--- src/design/aac_pkg.sv ---
/*
 * Constants shared by the axis auxiliary control block: the register map,
 * field positions, reset values and the widths of the axis datapath.
 * Assumes a 32-bit APB master and one 100 MHz clock for the whole block.
 */
package aac_pkg;
    // Register byte offsets
    localparam logic [7:0] AAC_OFF_CTRL = 8'h00;
    localparam logic [7:0] AAC_OFF_LUBE_THR = 8'h04;
    localparam logic [7:0] AAC_OFF_LUBE_THR_MM = 8'h08;
    localparam logic [7:0] AAC_OFF_TRAVEL = 8'h0c;
    localparam logic [7:0] AAC_OFF_WRAP_UP = 8'h10;
    localparam logic [7:0] AAC_OFF_WRAP_LO = 8'h14;
    localparam logic [7:0] AAC_OFF_COMP_TURNS = 8'h18;
    localparam logic [7:0] AAC_OFF_COMP_INC = 8'h1c;
    localparam logic [7:0] AAC_OFF_STOP_THR = 8'h20;
    localparam logic [7:0] AAC_OFF_VEL_OFFSET = 8'h24;
    localparam logic [7:0] AAC_OFF_VEL_FLOOR = 8'h28;
    localparam logic [7:0] AAC_OFF_POSITION = 8'h2c;
    localparam logic [7:0] AAC_OFF_STATUS = 8'h30;
    localparam logic [7:0] AAC_OFF_IRQ_STAT = 8'h34;
    localparam logic [7:0] AAC_OFF_IRQ_MASK = 8'h38;
    localparam logic [7:0] AAC_OFF_VEL_CMD = 8'h3c;

    // Control register fields
    localparam int AAC_CTRL_LUBE_EN = 0;
    localparam int AAC_CTRL_MODULE = 1;
    localparam int AAC_CTRL_COMP_EN = 2;
    localparam int AAC_CTRL_POL_REV = 3;
    localparam int AAC_CTRL_CW_NEG = 4;
    localparam int AAC_CTRL_CCW_NEG = 5;
    localparam int AAC_CTRL_PLC_CTL = 6;
    localparam int AAC_CTRL_W = 7;
    localparam logic [6:0] AAC_CTRL_RST = 7'h20;

    // Interrupt status bits
    localparam int AAC_IRQ_LUBE_REQ = 0;
    localparam int AAC_IRQ_LUBE_DONE = 1;
    localparam int AAC_IRQ_STOPPED = 2;
    localparam int AAC_IRQ_CMD_REJ = 3;
    localparam int AAC_IRQ_W = 4;

    // Field widths, limits and reset values
    localparam int AAC_THR_W = 28;
    localparam logic [27:0] AAC_THR_MAX = 28'h0bebc200;
    localparam logic [31:0] AAC_THR_PER_MM = 32'h00002710;
    localparam logic signed [31:0] AAC_WRAP_UP_RST = 32'sh00000168;
    localparam logic signed [31:0] AAC_WRAP_LO_RST = 32'sh00000000;
    localparam logic [14:0] AAC_TURNS_RST = 15'h0001;
    localparam logic [16:0] AAC_STOP_THR_RST = 17'h00001;
    localparam logic [16:0] AAC_STOP_THR_MAX = 17'h186a0;
    localparam logic signed [15:0] AAC_DAC_MAX = 16'sh7fff;
    localparam logic signed [15:0] AAC_DAC_MIN = -16'sh7fff;
endpackage : aac_pkg

--- src/design/aac_axis_aux.sv ---
/*
 * Per-axis auxiliary control: travel-based lubrication handshake, rotary
 * position wrap with module compensation, spindle zero-speed detection,
 * spindle direction sign and the analog velocity command with offset and
 * floor. Registers sit on an APB slave with a masked level interrupt.
 * Assumes the motion core feeds position steps, speed and command on the
 * same clock; the lubrication acknowledge comes from another domain.
 */
// Chosen here: the address map and the APB interface to the registers.
`timescale 1ns/1ps
`default_nettype none

// How it works
// - Threshold register, zero disables lubrication requests
// - Enable bit gates lubrication requests per axis
// - Travel reaching threshold raises lubrication request
// - Acknowledge drops request and clears travel
// - Threshold in 0.0001 mm, millimetre copy exported
// - Module mode wraps position between limits
// - Limits ignored unless module mode selected
// - Module error correction added whole once per turn count
// - Speed below threshold means spindle stopped
// - C-axis and controller command need zero speed
// - Configurable sign for clockwise and counter-clockwise
// - Runtime reverse inverts signs, settings untouched
// - Signed offset added, saturated to full scale
// - Linear converter units, 32767 is full scale
// - Minimum command floor, default zero
module aac_axis_aux (
    input wire logic sys_clk_i, // 100 MHz clock
    input wire logic sys_rst_i, // Synchronous reset, active high
    input wire logic psel_i, // APB select
    input wire logic penable_i, // APB access phase
    input wire logic pwrite_i, // APB direction
    input wire logic [7:0] paddr_i, // APB byte address
    input wire logic [31:0] pwdata_i, // APB write data
    output logic [31:0] prdata_o, // APB read data
    output logic pready_o, // APB ready
    output logic pslverr_o, // APB error, unmapped address
    input wire logic step_valid_i, // Position step present
    input wire logic signed [15:0] step_i, // Signed position step
    input wire logic [16:0] speed_rpm_i, // Spindle speed magnitude
    input wire logic spin_ccw_i, // Direction: 1 counter-clockwise
    input wire logic [14:0] core_vel_mag_i, // Core velocity magnitude
    input wire logic plc_cmd_valid_i, // Controller velocity command strobe
    input wire logic [14:0] plc_spindle_velocity_cmd_i, // Controller magnitude
    input wire logic c_axis_req_i, // Request to enter C-axis mode
    input wire logic lube_done_ack_i, // Lubrication done, asynchronous
    output logic lube_request_o, // Lubrication request to controller
    output logic [31:0] lube_threshold_mm_o, // Threshold in millimetres
    output logic signed [31:0] position_o, // Wrapped axis position
    output logic spindle_stopped_o, // Zero-speed condition
    output logic c_axis_mode_o, // Spindle running as C axis
    output logic signed [15:0] dac_cmd_o, // Converter command units
    output logic irq_o // Level interrupt
);
    import aac_pkg::*;

    logic [AAC_CTRL_W-1:0] ctrl_reg;
    logic [AAC_THR_W-1:0] lube_thr_reg;
    logic signed [31:0] wrap_up_reg;
    logic signed [31:0] wrap_lo_reg;
    logic [14:0] turns_reg;
    logic signed [15:0] comp_inc_reg;
    logic [16:0] stop_thr_reg;
    logic signed [15:0] offset_reg;
    logic [14:0] floor_reg;
    logic [AAC_IRQ_W-1:0] irq_stat_reg;
    logic [AAC_IRQ_W-1:0] irq_mask_reg;
    logic [31:0] travel_reg;
    logic lube_req_reg;
    logic ack_s1_reg, ack_s2_reg, ack_s3_reg, ack_reg;
    logic signed [31:0] pos_reg;
    logic [14:0] turn_cnt_reg;
    logic stopped_reg, c_axis_reg;
    logic [14:0] plc_mag_reg;
    logic signed [15:0] dac_reg;
    logic [31:0] thr_mm_reg;
    logic [31:0] prdata_reg;
    logic pready_reg, pslverr_reg, irq_reg;

    logic apb_acc, wr_en, rd_hit;
    logic [31:0] rd_val;
    logic [AAC_IRQ_W-1:0] irq_set;
    logic [15:0] step_abs;
    logic lube_fire, lube_clear;
    logic signed [31:0] pos_sum, span, pos_next;
    logic wrap_up, wrap_dn;
    logic stopped_now, cmd_rej;
    logic [14:0] mag;
    logic neg_sign;
    logic signed [17:0] vel_s, sum_s;
    logic signed [15:0] dac_next;

    // Access phase answered on the second cycle so ready comes from a flop
    assign apb_acc = psel_i && penable_i && !pready_reg;
    assign wr_en = apb_acc && pwrite_i;

    // Read multiplexer and address decode
    always_comb begin
        rd_val = 32'h00000000;
        rd_hit = 1'b1;
        case (paddr_i)
            AAC_OFF_CTRL: rd_val = {25'h0000000, ctrl_reg};
            AAC_OFF_LUBE_THR: rd_val = {4'h0, lube_thr_reg};
            AAC_OFF_LUBE_THR_MM: rd_val = thr_mm_reg;
            AAC_OFF_TRAVEL: rd_val = travel_reg;
            AAC_OFF_WRAP_UP: rd_val = wrap_up_reg;
            AAC_OFF_WRAP_LO: rd_val = wrap_lo_reg;
            AAC_OFF_COMP_TURNS: rd_val = {17'h00000, turns_reg};
            AAC_OFF_COMP_INC: rd_val = {{16{comp_inc_reg[15]}}, comp_inc_reg};
            AAC_OFF_STOP_THR: rd_val = {15'h0000, stop_thr_reg};
            AAC_OFF_VEL_OFFSET: rd_val = {{16{offset_reg[15]}}, offset_reg};
            AAC_OFF_VEL_FLOOR: rd_val = {17'h00000, floor_reg};
            AAC_OFF_POSITION: rd_val = pos_reg;
            AAC_OFF_STATUS: rd_val = {29'h00000000, c_axis_reg, stopped_reg, lube_req_reg};
            AAC_OFF_IRQ_STAT: rd_val = {28'h0000000, irq_stat_reg};
            AAC_OFF_IRQ_MASK: rd_val = {28'h0000000, irq_mask_reg};
            AAC_OFF_VEL_CMD: rd_val = {{16{dac_reg[15]}}, dac_reg};
            default: rd_hit = 1'b0;
        endcase
    end

    // APB answer flops
    always_ff @(posedge sys_clk_i) begin
        if (sys_rst_i) begin
            pready_reg <= 1'b0;
            pslverr_reg <= 1'b0;
            prdata_reg <= 32'h00000000;
        end else begin
            pready_reg <= apb_acc;
            pslverr_reg <= apb_acc && !rd_hit;
            if (apb_acc && !pwrite_i) begin
                prdata_reg <= rd_val;
            end
        end
    end

    // Configuration registers; out-of-range values are clamped at write
    always_ff @(posedge sys_clk_i) begin
        if (sys_rst_i) begin
            ctrl_reg <= AAC_CTRL_RST;
            lube_thr_reg <= '0;
            wrap_up_reg <= AAC_WRAP_UP_RST;
            wrap_lo_reg <= AAC_WRAP_LO_RST;
            turns_reg <= AAC_TURNS_RST;
            comp_inc_reg <= 16'sh0000;
            stop_thr_reg <= AAC_STOP_THR_RST;
            offset_reg <= 16'sh0000;
            floor_reg <= 15'h0000;
            irq_mask_reg <= '0;
        end else if (wr_en) begin
            case (paddr_i)
                AAC_OFF_CTRL: ctrl_reg <= pwdata_i[AAC_CTRL_W-1:0];
                AAC_OFF_LUBE_THR: begin
                    if (pwdata_i[31:AAC_THR_W] != 4'h0 || pwdata_i[27:0] > AAC_THR_MAX) begin
                        lube_thr_reg <= AAC_THR_MAX;
                    end else begin
                        lube_thr_reg <= pwdata_i[27:0];
                    end
                end
                AAC_OFF_WRAP_UP: wrap_up_reg <= pwdata_i;
                AAC_OFF_WRAP_LO: wrap_lo_reg <= pwdata_i;
                // A zero turn count would stall compensation, so keep at least one
                AAC_OFF_COMP_TURNS: turns_reg <= (pwdata_i[14:0] == 15'h0000) ?
                    AAC_TURNS_RST : pwdata_i[14:0];
                AAC_OFF_COMP_INC: comp_inc_reg <= (pwdata_i[15:0] == 16'h8000) ?
                    AAC_DAC_MIN : pwdata_i[15:0];
                AAC_OFF_STOP_THR: stop_thr_reg <= (pwdata_i[16:0] > AAC_STOP_THR_MAX) ?
                    AAC_STOP_THR_MAX : pwdata_i[16:0];
                AAC_OFF_VEL_OFFSET: offset_reg <= (pwdata_i[15:0] == 16'h8000) ?
                    AAC_DAC_MIN : pwdata_i[15:0];
                AAC_OFF_VEL_FLOOR: floor_reg <= pwdata_i[14:0];
                AAC_OFF_IRQ_MASK: irq_mask_reg <= pwdata_i[AAC_IRQ_W-1:0];
                default: ;
            endcase
        end
    end

    // Millimetre copy for the controller; constant divide, one cycle late
    always_ff @(posedge sys_clk_i) begin
        if (sys_rst_i) begin
            thr_mm_reg <= 32'h00000000;
        end else begin
            thr_mm_reg <= {4'h0, lube_thr_reg} / AAC_THR_PER_MM;
        end
    end

    // Acknowledge crosses in: three flops, a change counts once two agree
    always_ff @(posedge sys_clk_i) begin
        if (sys_rst_i) begin
            ack_s1_reg <= 1'b0;
            ack_s2_reg <= 1'b0;
            ack_s3_reg <= 1'b0;
            ack_reg <= 1'b0;
        end else begin
            ack_s1_reg <= lube_done_ack_i;
            ack_s2_reg <= ack_s1_reg;
            ack_s3_reg <= ack_s2_reg;
            if (ack_s2_reg == ack_s3_reg) begin
                ack_reg <= ack_s3_reg;
            end
        end
    end

    // Lubrication handshake
    assign step_abs = step_i[15] ? 16'(-step_i) : 16'(step_i);
    assign lube_fire = ctrl_reg[AAC_CTRL_LUBE_EN] && lube_thr_reg != '0 && !lube_req_reg &&
        travel_reg >= {4'h0, lube_thr_reg};
    assign lube_clear = lube_req_reg && ack_reg;

    always_ff @(posedge sys_clk_i) begin
        if (sys_rst_i) begin
            lube_req_reg <= 1'b0;
            travel_reg <= 32'h00000000;
        end else if (lube_clear) begin
            lube_req_reg <= 1'b0;
            travel_reg <= 32'h00000000;
        end else if (lube_fire) begin
            lube_req_reg <= 1'b1;
        end else if (step_valid_i && !lube_req_reg && travel_reg != 32'hffffffff) begin
            // Accumulation pauses while the request waits for the controller
            travel_reg <= travel_reg + {16'h0000, step_abs};
        end
    end

    // Position update with wrap; compensation lands on the last turn of a group
    assign span = wrap_up_reg - wrap_lo_reg;
    assign pos_sum = pos_reg + 32'(step_i);
    assign wrap_up = ctrl_reg[AAC_CTRL_MODULE] && pos_sum >= wrap_up_reg;
    assign wrap_dn = ctrl_reg[AAC_CTRL_MODULE] && pos_sum < wrap_lo_reg;

    always_comb begin
        pos_next = pos_sum;
        if (wrap_up) begin
            pos_next = pos_sum - span;
            if (ctrl_reg[AAC_CTRL_COMP_EN] && turn_cnt_reg + 15'h0001 >= turns_reg) begin
                pos_next = pos_sum - span + 32'(comp_inc_reg);
            end
        end else if (wrap_dn) begin
            pos_next = pos_sum + span;
            if (ctrl_reg[AAC_CTRL_COMP_EN] && turn_cnt_reg == 15'h0000) begin
                pos_next = pos_sum + span - 32'(comp_inc_reg);
            end
        end
    end

    always_ff @(posedge sys_clk_i) begin
        if (sys_rst_i) begin
            pos_reg <= 32'sh00000000;
            turn_cnt_reg <= 15'h0000;
        end else if (step_valid_i) begin
            pos_reg <= pos_next;
            if (!ctrl_reg[AAC_CTRL_MODULE] || !ctrl_reg[AAC_CTRL_COMP_EN]) begin
                turn_cnt_reg <= 15'h0000;
            end else if (wrap_up) begin
                turn_cnt_reg <= (turn_cnt_reg + 15'h0001 >= turns_reg) ? 15'h0000 :
                    turn_cnt_reg + 15'h0001;
            end else if (wrap_dn) begin
                turn_cnt_reg <= (turn_cnt_reg == 15'h0000) ? turns_reg - 15'h0001 :
                    turn_cnt_reg - 15'h0001;
            end
        end
    end

    // Zero-speed gate for C-axis entry and controller commands
    assign stopped_now = speed_rpm_i < stop_thr_reg;
    assign cmd_rej = plc_cmd_valid_i && !stopped_now;

    always_ff @(posedge sys_clk_i) begin
        if (sys_rst_i) begin
            stopped_reg <= 1'b1; // Idle spindle is at rest: no false stop event
            c_axis_reg <= 1'b0;
            plc_mag_reg <= 15'h0000;
        end else begin
            stopped_reg <= stopped_now;
            // Leaving C-axis mode needs no zero speed, entering does
            if (!c_axis_req_i) begin
                c_axis_reg <= 1'b0;
            end else if (stopped_now) begin
                c_axis_reg <= 1'b1;
            end
            if (plc_cmd_valid_i && stopped_now) begin
                plc_mag_reg <= plc_spindle_velocity_cmd_i;
            end
        end
    end

    // Velocity command: floor, sign, offset, saturate to converter full scale
    assign mag = ctrl_reg[AAC_CTRL_PLC_CTL] ? plc_mag_reg : core_vel_mag_i;
    assign neg_sign = (spin_ccw_i ? ctrl_reg[AAC_CTRL_CCW_NEG] : ctrl_reg[AAC_CTRL_CW_NEG]) ^
        ctrl_reg[AAC_CTRL_POL_REV];

    always_comb begin
        vel_s = 18'(signed'({3'b000, mag}));
        if (mag != 15'h0000 && mag < floor_reg) begin
            vel_s = 18'(signed'({3'b000, floor_reg}));
        end
        if (neg_sign) begin
            vel_s = -vel_s;
        end
        sum_s = vel_s + 18'(offset_reg);
        if (sum_s > 18'(AAC_DAC_MAX)) begin
            dac_next = AAC_DAC_MAX;
        end else if (sum_s < 18'(AAC_DAC_MIN)) begin
            dac_next = AAC_DAC_MIN;
        end else begin
            dac_next = sum_s[15:0];
        end
    end

    always_ff @(posedge sys_clk_i) begin
        if (sys_rst_i) begin
            dac_reg <= 16'sh0000;
        end else begin
            dac_reg <= dac_next;
        end
    end

    // Sticky events; a set in the clearing cycle wins over the write of one
    assign irq_set[AAC_IRQ_LUBE_REQ] = lube_fire;
    assign irq_set[AAC_IRQ_LUBE_DONE] = lube_clear;
    assign irq_set[AAC_IRQ_STOPPED] = stopped_now && !stopped_reg;
    assign irq_set[AAC_IRQ_CMD_REJ] = cmd_rej;

    always_ff @(posedge sys_clk_i) begin
        if (sys_rst_i) begin
            irq_stat_reg <= '0;
            irq_reg <= 1'b0;
        end else begin
            if (wr_en && paddr_i == AAC_OFF_IRQ_STAT) begin
                irq_stat_reg <= (irq_stat_reg & ~pwdata_i[AAC_IRQ_W-1:0]) | irq_set;
            end else begin
                irq_stat_reg <= irq_stat_reg | irq_set;
            end
            irq_reg <= |(irq_stat_reg & irq_mask_reg);
        end
    end

    assign prdata_o = prdata_reg;
    assign pready_o = pready_reg;
    assign pslverr_o = pslverr_reg;
    assign lube_request_o = lube_req_reg;
    assign lube_threshold_mm_o = thr_mm_reg;
    assign position_o = pos_reg;
    assign spindle_stopped_o = stopped_reg;
    assign c_axis_mode_o = c_axis_reg;
    assign dac_cmd_o = dac_reg;
    assign irq_o = irq_reg;
endmodule : aac_axis_aux

`default_nettype wire

--- config.mk ---
export PLATFORM = sky130hd
export DESIGN_NAME = aac_axis_aux
export DESIGN_NICKNAME = d
export VERILOG_FILES = /design/src/design/aac_pkg.sv /design/src/design/aac_axis_aux.sv
export SDC_FILE = /design/constraint.sdc
export NUM_CORES = 2
export LEC_CHECK = 0
export ABC_CLOCK_PERIOD_IN_PS = 31100
export BUFFER_PORTS_ARGS = -buffer_cell sky130_fd_sc_hd__buf_2
export CAP_MARGIN = 10
export CORE_AREA = 2 2 278 280
export DETAILED_ROUTE_END_ITERATION = 10
export DIE_AREA = 0 0 280 282
export GPL_TIMING_DRIVEN = 0
export HOLD_SLACK_MARGIN = 0.05
export SLEW_MARGIN = 5
export SYNTH_ARGS = -nofsm -noshare
export SYNTH_HDL_FRONTEND = slang
export SYNTH_SLANG_ARGS = --single-unit
--- constraint.sdc ---
create_clock -name sys_clk_i -period 31.1 [get_ports sys_clk_i]
set_input_delay 6.22 -clock sys_clk_i [delete_from_list [all_inputs] [get_ports sys_clk_i]]
set_output_delay 6.22 -clock sys_clk_i [all_outputs]
set_load 0.02 [all_outputs]
=== After elaboration in Yosys (flattened, before gate mapping) ===
Cells that the tools add are included.

* Register bits after elaboration: 370
* Logic and storage cells: 156
* Bits of input ports: 113

* Reduce and logical (&&, ||, !) cells: 54
* Equality and inequality tests: 18
* $add $sub $neg: 13
* Bitwise logic cells: 8
* Magnitude comparators: 10
* Mux-type cells: 23
* Div/mod/pow operators: 1

{| class="wikitable"
|+ Operators with widths
! cell !! count
|-
| 32-bit case mux with 16 select lines || 1
|-
| 15-bit 2-to-1 mux || 9
|-
| 32-bit 2-to-1 mux || 4
|-
| 32-bit by 16-bit adder with 32-bit output || 3
|-
| 8-bit by 6-bit equality test with 1-bit output (second input constant) || 8
|-
| 32-bit subtractor || 2
|-
| 16-bit 2-to-1 mux || 3
|-
| 32-bit adder || 1
|-
| 28-bit by 14-bit divider with 32-bit output (second input constant) || 1
|-
| 8-bit by 5-bit equality test with 1-bit output (second input constant) || 4
|-
| 32-bit by 28-bit greater-or-equal comparator with 1-bit output || 1
|-
| 32-bit greater-or-equal comparator || 1
|-
| 32-bit less-than comparator || 1
|-
| 32-bit inequality test (second input constant) || 1
|-
| 32-bit by 16-bit subtractor with 32-bit output || 1
|-
| 15-bit logical NOT || 2
|-
| 15-bit by 1-bit subtractor with 15-bit output (second input constant) || 2
|-
| 28-bit greater-than comparator (second input constant) || 1
|-
| 28-bit 2-to-1 mux || 1
|-
| 28-bit nonzero test || 1
|-
| 2-bit AND reduction || 12
|-
| 1-bit logical AND || 20
|-
| 18-bit by 16-bit adder with 18-bit output || 1
|-
| 18-bit by 16-bit greater-than comparator with 1-bit output (second input constant) || 1
|-
| 30 further kinds || 45
|}

=== Depth between registers and ports, before layout ===
* Depth after elaboration: 10
* Depth in mapped cells: 50
* Gate-level depth less buffers: 49

=== Worst setup path before layout ===
Ideal clock, no wire load.

* Path kind: input port to flip-flop
* Start: input step_i[0]
* End: register pos_reg[31], in the netlist position_o[31]
* Stages on the path: 47
* Data arrival time: 13.636 ns
* Slack: 17.378 ns
* Cells stage by stage: ha_1 > fa_1 > xor2_1 > ha_1 > inv_1 > nor2_1 > nor2_1 > xnor2_1 > ha_1 > a21boi_0 > o21ai_0 > a21boi_0 > o21ai_0 > a21boi_0 > o21ai_0 > a21boi_0 > o21ai_0 > a21boi_0 > [11 not listed] > o21ai_0 > nand2_1 > and2_1 > o21ai_0 > nand2b_1 > a21o_1 > a21o_1 > a21o_1 > a21o_1 > a21o_1 > a21oi_1 > xnor2_1 > nor2_1 > xnor2_1 > xnor2_1 > a211oi_1 > a21oi_1 > a211oi_1

* Longest elaborated chain between the ends: 6

{| class="wikitable"
|+ Ends and longest elaborated chain
! element !! line !! RTL
|-
| start: declaration || aac_axis_aux.sv:41 || <nowiki>input wire logic signed [15:0] step_i,</nowiki>
|-
| 32-bit by 16-bit adder with 32-bit output * || aac_axis_aux.sv:229 || <nowiki>assign pos_sum = pos_reg + 32'(step_i);</nowiki>
|-
| 32-bit adder || aac_axis_aux.sv:241, aac_axis_aux.sv:243 ||
|-
| 32-bit by 16-bit subtractor with 32-bit output || aac_axis_aux.sv:243 || <nowiki>pos_next = pos_sum + span - 32'(comp_inc_reg);</nowiki>
|-
| 32-bit 2-to-1 mux || aac_axis_aux.sv:242 || <nowiki>if (ctrl_reg[AAC_CTRL_COMP_EN] && turn_cnt_reg == 15'h0000) begin</nowiki>
|-
| 32-bit 2-to-1 mux || aac_axis_aux.sv:240 || <nowiki>end else if (wrap_dn) begin</nowiki>
|-
| 32-bit 2-to-1 mux * || aac_axis_aux.sv:235 || <nowiki>if (wrap_up) begin</nowiki>
|-
| end signal: assignment || aac_axis_aux.sv:253 || <nowiki>pos_reg <= pos_next;</nowiki>
|-
| end: declaration || aac_axis_aux.sv:73 || <nowiki>logic signed [31:0] pos_reg;</nowiki>
|}

Every way passes the cells marked *; elsewhere a longest branch is shown, timed or not.
A chain may end at the register's enable or synchronous reset.

=== Worst setup path in the final report ===
* Start: input step_i[0]
* End: register pos_reg[27], in the netlist position_o[27]

The elaborated chain is that of the path after synthesis.

==> reports/qor.txt <==
IO buf count: 204
Clock Latency Late Sink: 0.63 ns
Crit path top cell by count: a21oi_1
post-synthesis sequential area ratio: 0.208
total global routing track utilization: 0.334
P_int: 1.13 mW
Required @ worst endpoint: 31.55 ns
# IOs: 231
hold path cells: 2
Worst slew margin: 0.0701
clock root buffer: clkbuf_16
Cells after Synth: 4532
CP top delay family: compound AO/OA/AOI/OAI gates
Final Net Count: 5281
worst slack at placement: 13.76 ns
share of layout cells above drive strength 1: 0.0894
CP max FO: 10
Sum Neg Setup Slack: 0 ns
area delta synth->final: 11.7%
Die W: 280 um
Post-CTS Setup Bufs: 0
pwr dens: 48.2 nW/um^2
Worst setup EP type: flop
Die ar.: 79000 sq um
number of flops mapped to enable cells by yosys: 0
fmax: 60.0 MHz
via count: 35400
Synth top area share: 0.208
H-tree depth: 2
Gate power share: 0.402
Tcrit/Tclk final: 0.536
first-pass GRT wire length: 201 mm
CTS tree: done
clock tree buffer depth: 3
Detailed Place HPWL: 111 mm
Pleak: 14.8 nW
Syn Area/Cell: 7.51 sq um
DR pass1 iterations: 9
critical path type: input pin to flop
most common cell after layout, fill and taps aside: a21oi_1
final hold vios: 0
Cell Area, Synth: 34000 sq um
Flop pwr share: 0.274
RSZ-0062 raised after global routing: false
sw frac: 0.385
Worst Hold Class: flop to flop
multi-input combinational cell area: 24700 sq um
CTS Buf Count: 43
row count: 101
synth top area cells: dfxtp_1 (21%), ha_1 (13%), a21oi_1 (7.7%)
clock share of power: 0.324
Worst Skew: 0.0464 ns
clock-pin slew on the worst setup and hold paths: 0.06 ns
Seq. cell area: 7070 sq um
Critical-path top delay cell: nor4_1
largest net degree at the start of global routing: 20
post-synthesis register bit count: 353
vias per cell: 6.10
area leader, netlist: dfxtp_1
status: complete, no violations
asr flop ratio synth: 0
WL/cell: 23.5 um
Reg2Reg Depth: 44
most frequent cells in the layout: a21oi_1 (525), nand2_1 (477), ha_1 (360)
DR iter-0 viols: 3860
Overflow after GRT: 0
number of global-route vias before repair: 32500
total power: 1.83 mW
# clock sinks: 353
Max Cap Viol: 0
initial core utilization: 0.450
Post-CTS Resized: 0
PnR worst setup slack: 14.43 ns
P_sw: 0.706 mW
CP bufs+invs: 4
Die H: 282 um
post-synthesis cell type count: 123
DRT antenna net count: 0
Hold Worst Slack: 0.453 ns
post-layout minimum cycle time: 16.67 ns
Largest stage delay, worst path: 0.81 ns
DR DRC count: 0
RD Place Congestion: 0.994
Peak VDD IR: 0.0407 mV
crit path DAT: 17.12 ns
max-slew violation count: 0
# setup viols final: 0
initial antenna violation count: 2
Primary FF master, synth: dfxtp_1
WP depth: 47
final wirelength: 137 mm
CTS hold repair buffers: 0
Slew @ Worst Pin: 1.39 ns
Ys Warns: 0
Core Box Area: 75700 sq um
crit start category: input pin
# fillers: 7609
## layout make-up
cell class                      count  share of cell area
Antenna cell                        3            0.000197
Buffer                            235              0.0260
Clock inverter                     25              0.0129
Sequential cell                   353               0.186
Multi-Input combinational cell   3608               0.651
Clock buffer                       53              0.0301
Tap cell                          978              0.0322
Inverter                          352              0.0348
Timing Repair Buffer              207              0.0274
## kinds of logic (layout without fill, tap and decap cells)
logic type	after synthesis	in the layout	synth area share
AOI/OAI and AO/OA	1496	1496	0.294
adders and majority gates	370	370	0.138
DFF	353	353	0.208
muxes	91	91	0.0281
and+or+nand+nor	1321	1321	0.183
xor gates and xnor gates	313	313	0.0814
buffers and inverters	587	872	0.0679
other	1	20	0.000110
## layer usage
metal  track usage  part of all wire  up-vias
li1              -                 -    16900
met1         0.451              0.43    16600
met2         0.510              0.42     1644
met3        0.0563             0.088      328
met4         0.173             0.059        2
met5             0          0.000080        -
## worst reg2reg max path: cells and delay by family (launching register included)
family | cells | cell delay, ns
flip-flops | 1 | 0.31
XOR/XNOR | 2 | 0.95
multiplexers | 2 | 0.84
buffers and inverters | 4 | 0.96
AO/OA/AOI/OAI | 23 | 7.64
AND/OR/NAND/NOR | 13 | 3.65
## synth_stat cells (26+ instances only)
master / count
ha_1: 360
a211oi_1: 56
xor2_1: 56
a22oi_1: 103
nand4_1: 51
o21bai_1: 137
nor2_1: 322
a221oi_1: 27
nand2_1: 477
a31oi_1: 38
dfxtp_1: 353
a21o_1: 56
nor2b_1: 58
xnor2_1: 253
inv_1: 349
o21ai_0: 208
or3_1: 26
nand3_1: 102
and3_1: 34
nand2b_1: 52
mux2i_1: 64
nor4_1: 40
nor3_1: 57
a21oi_1: 525
clkbuf_1: 195
o211ai_1: 58
## per-stage QoR
stage,utilization,instances,cell area (sq um)
after floorplan,-,4548,34100
after global placement,0.480,5730,36300
after detailed placement,0.480,5731,36400
after CTS,0.502,5809,38000
after global routing,0.502,5811,38000
final,0.502,5814,38000
## power groups by stage
stage / Sequential [mW] / Clock, mW / Combinational [mW]
after floorplan: 0.503 / 0 / 0.547
after global placement: 0.509 / 0 / 0.710
after detailed placement: 0.509 / 0 / 0.723
after CTS: 0.499 / 0.595 / 0.728
after global routing: 0.501 / 0.612 / 0.832
final: 0.501 / 0.594 / 0.738
## worst paths after layout
check	from	end	slack [ns]
worst max-delay path	step_i[0]	position_o[27]$_SDFFE_PP0P_	14.43
worst min-delay path	prdata_o[6]$_SDFFE_PP0P_	prdata_o[6]$_SDFFE_PP0P_	0.45
worst max register to register	lube_thr_reg[18]$_SDFFE_PP0P_	lube_threshold_mm_o[0]$_SDFF_PP0_	16.58
worst min register to register	prdata_o[6]$_SDFFE_PP0P_	prdata_o[6]$_SDFFE_PP0P_	0.45
No activity file was read; power rests on OpenSTA's default activity.
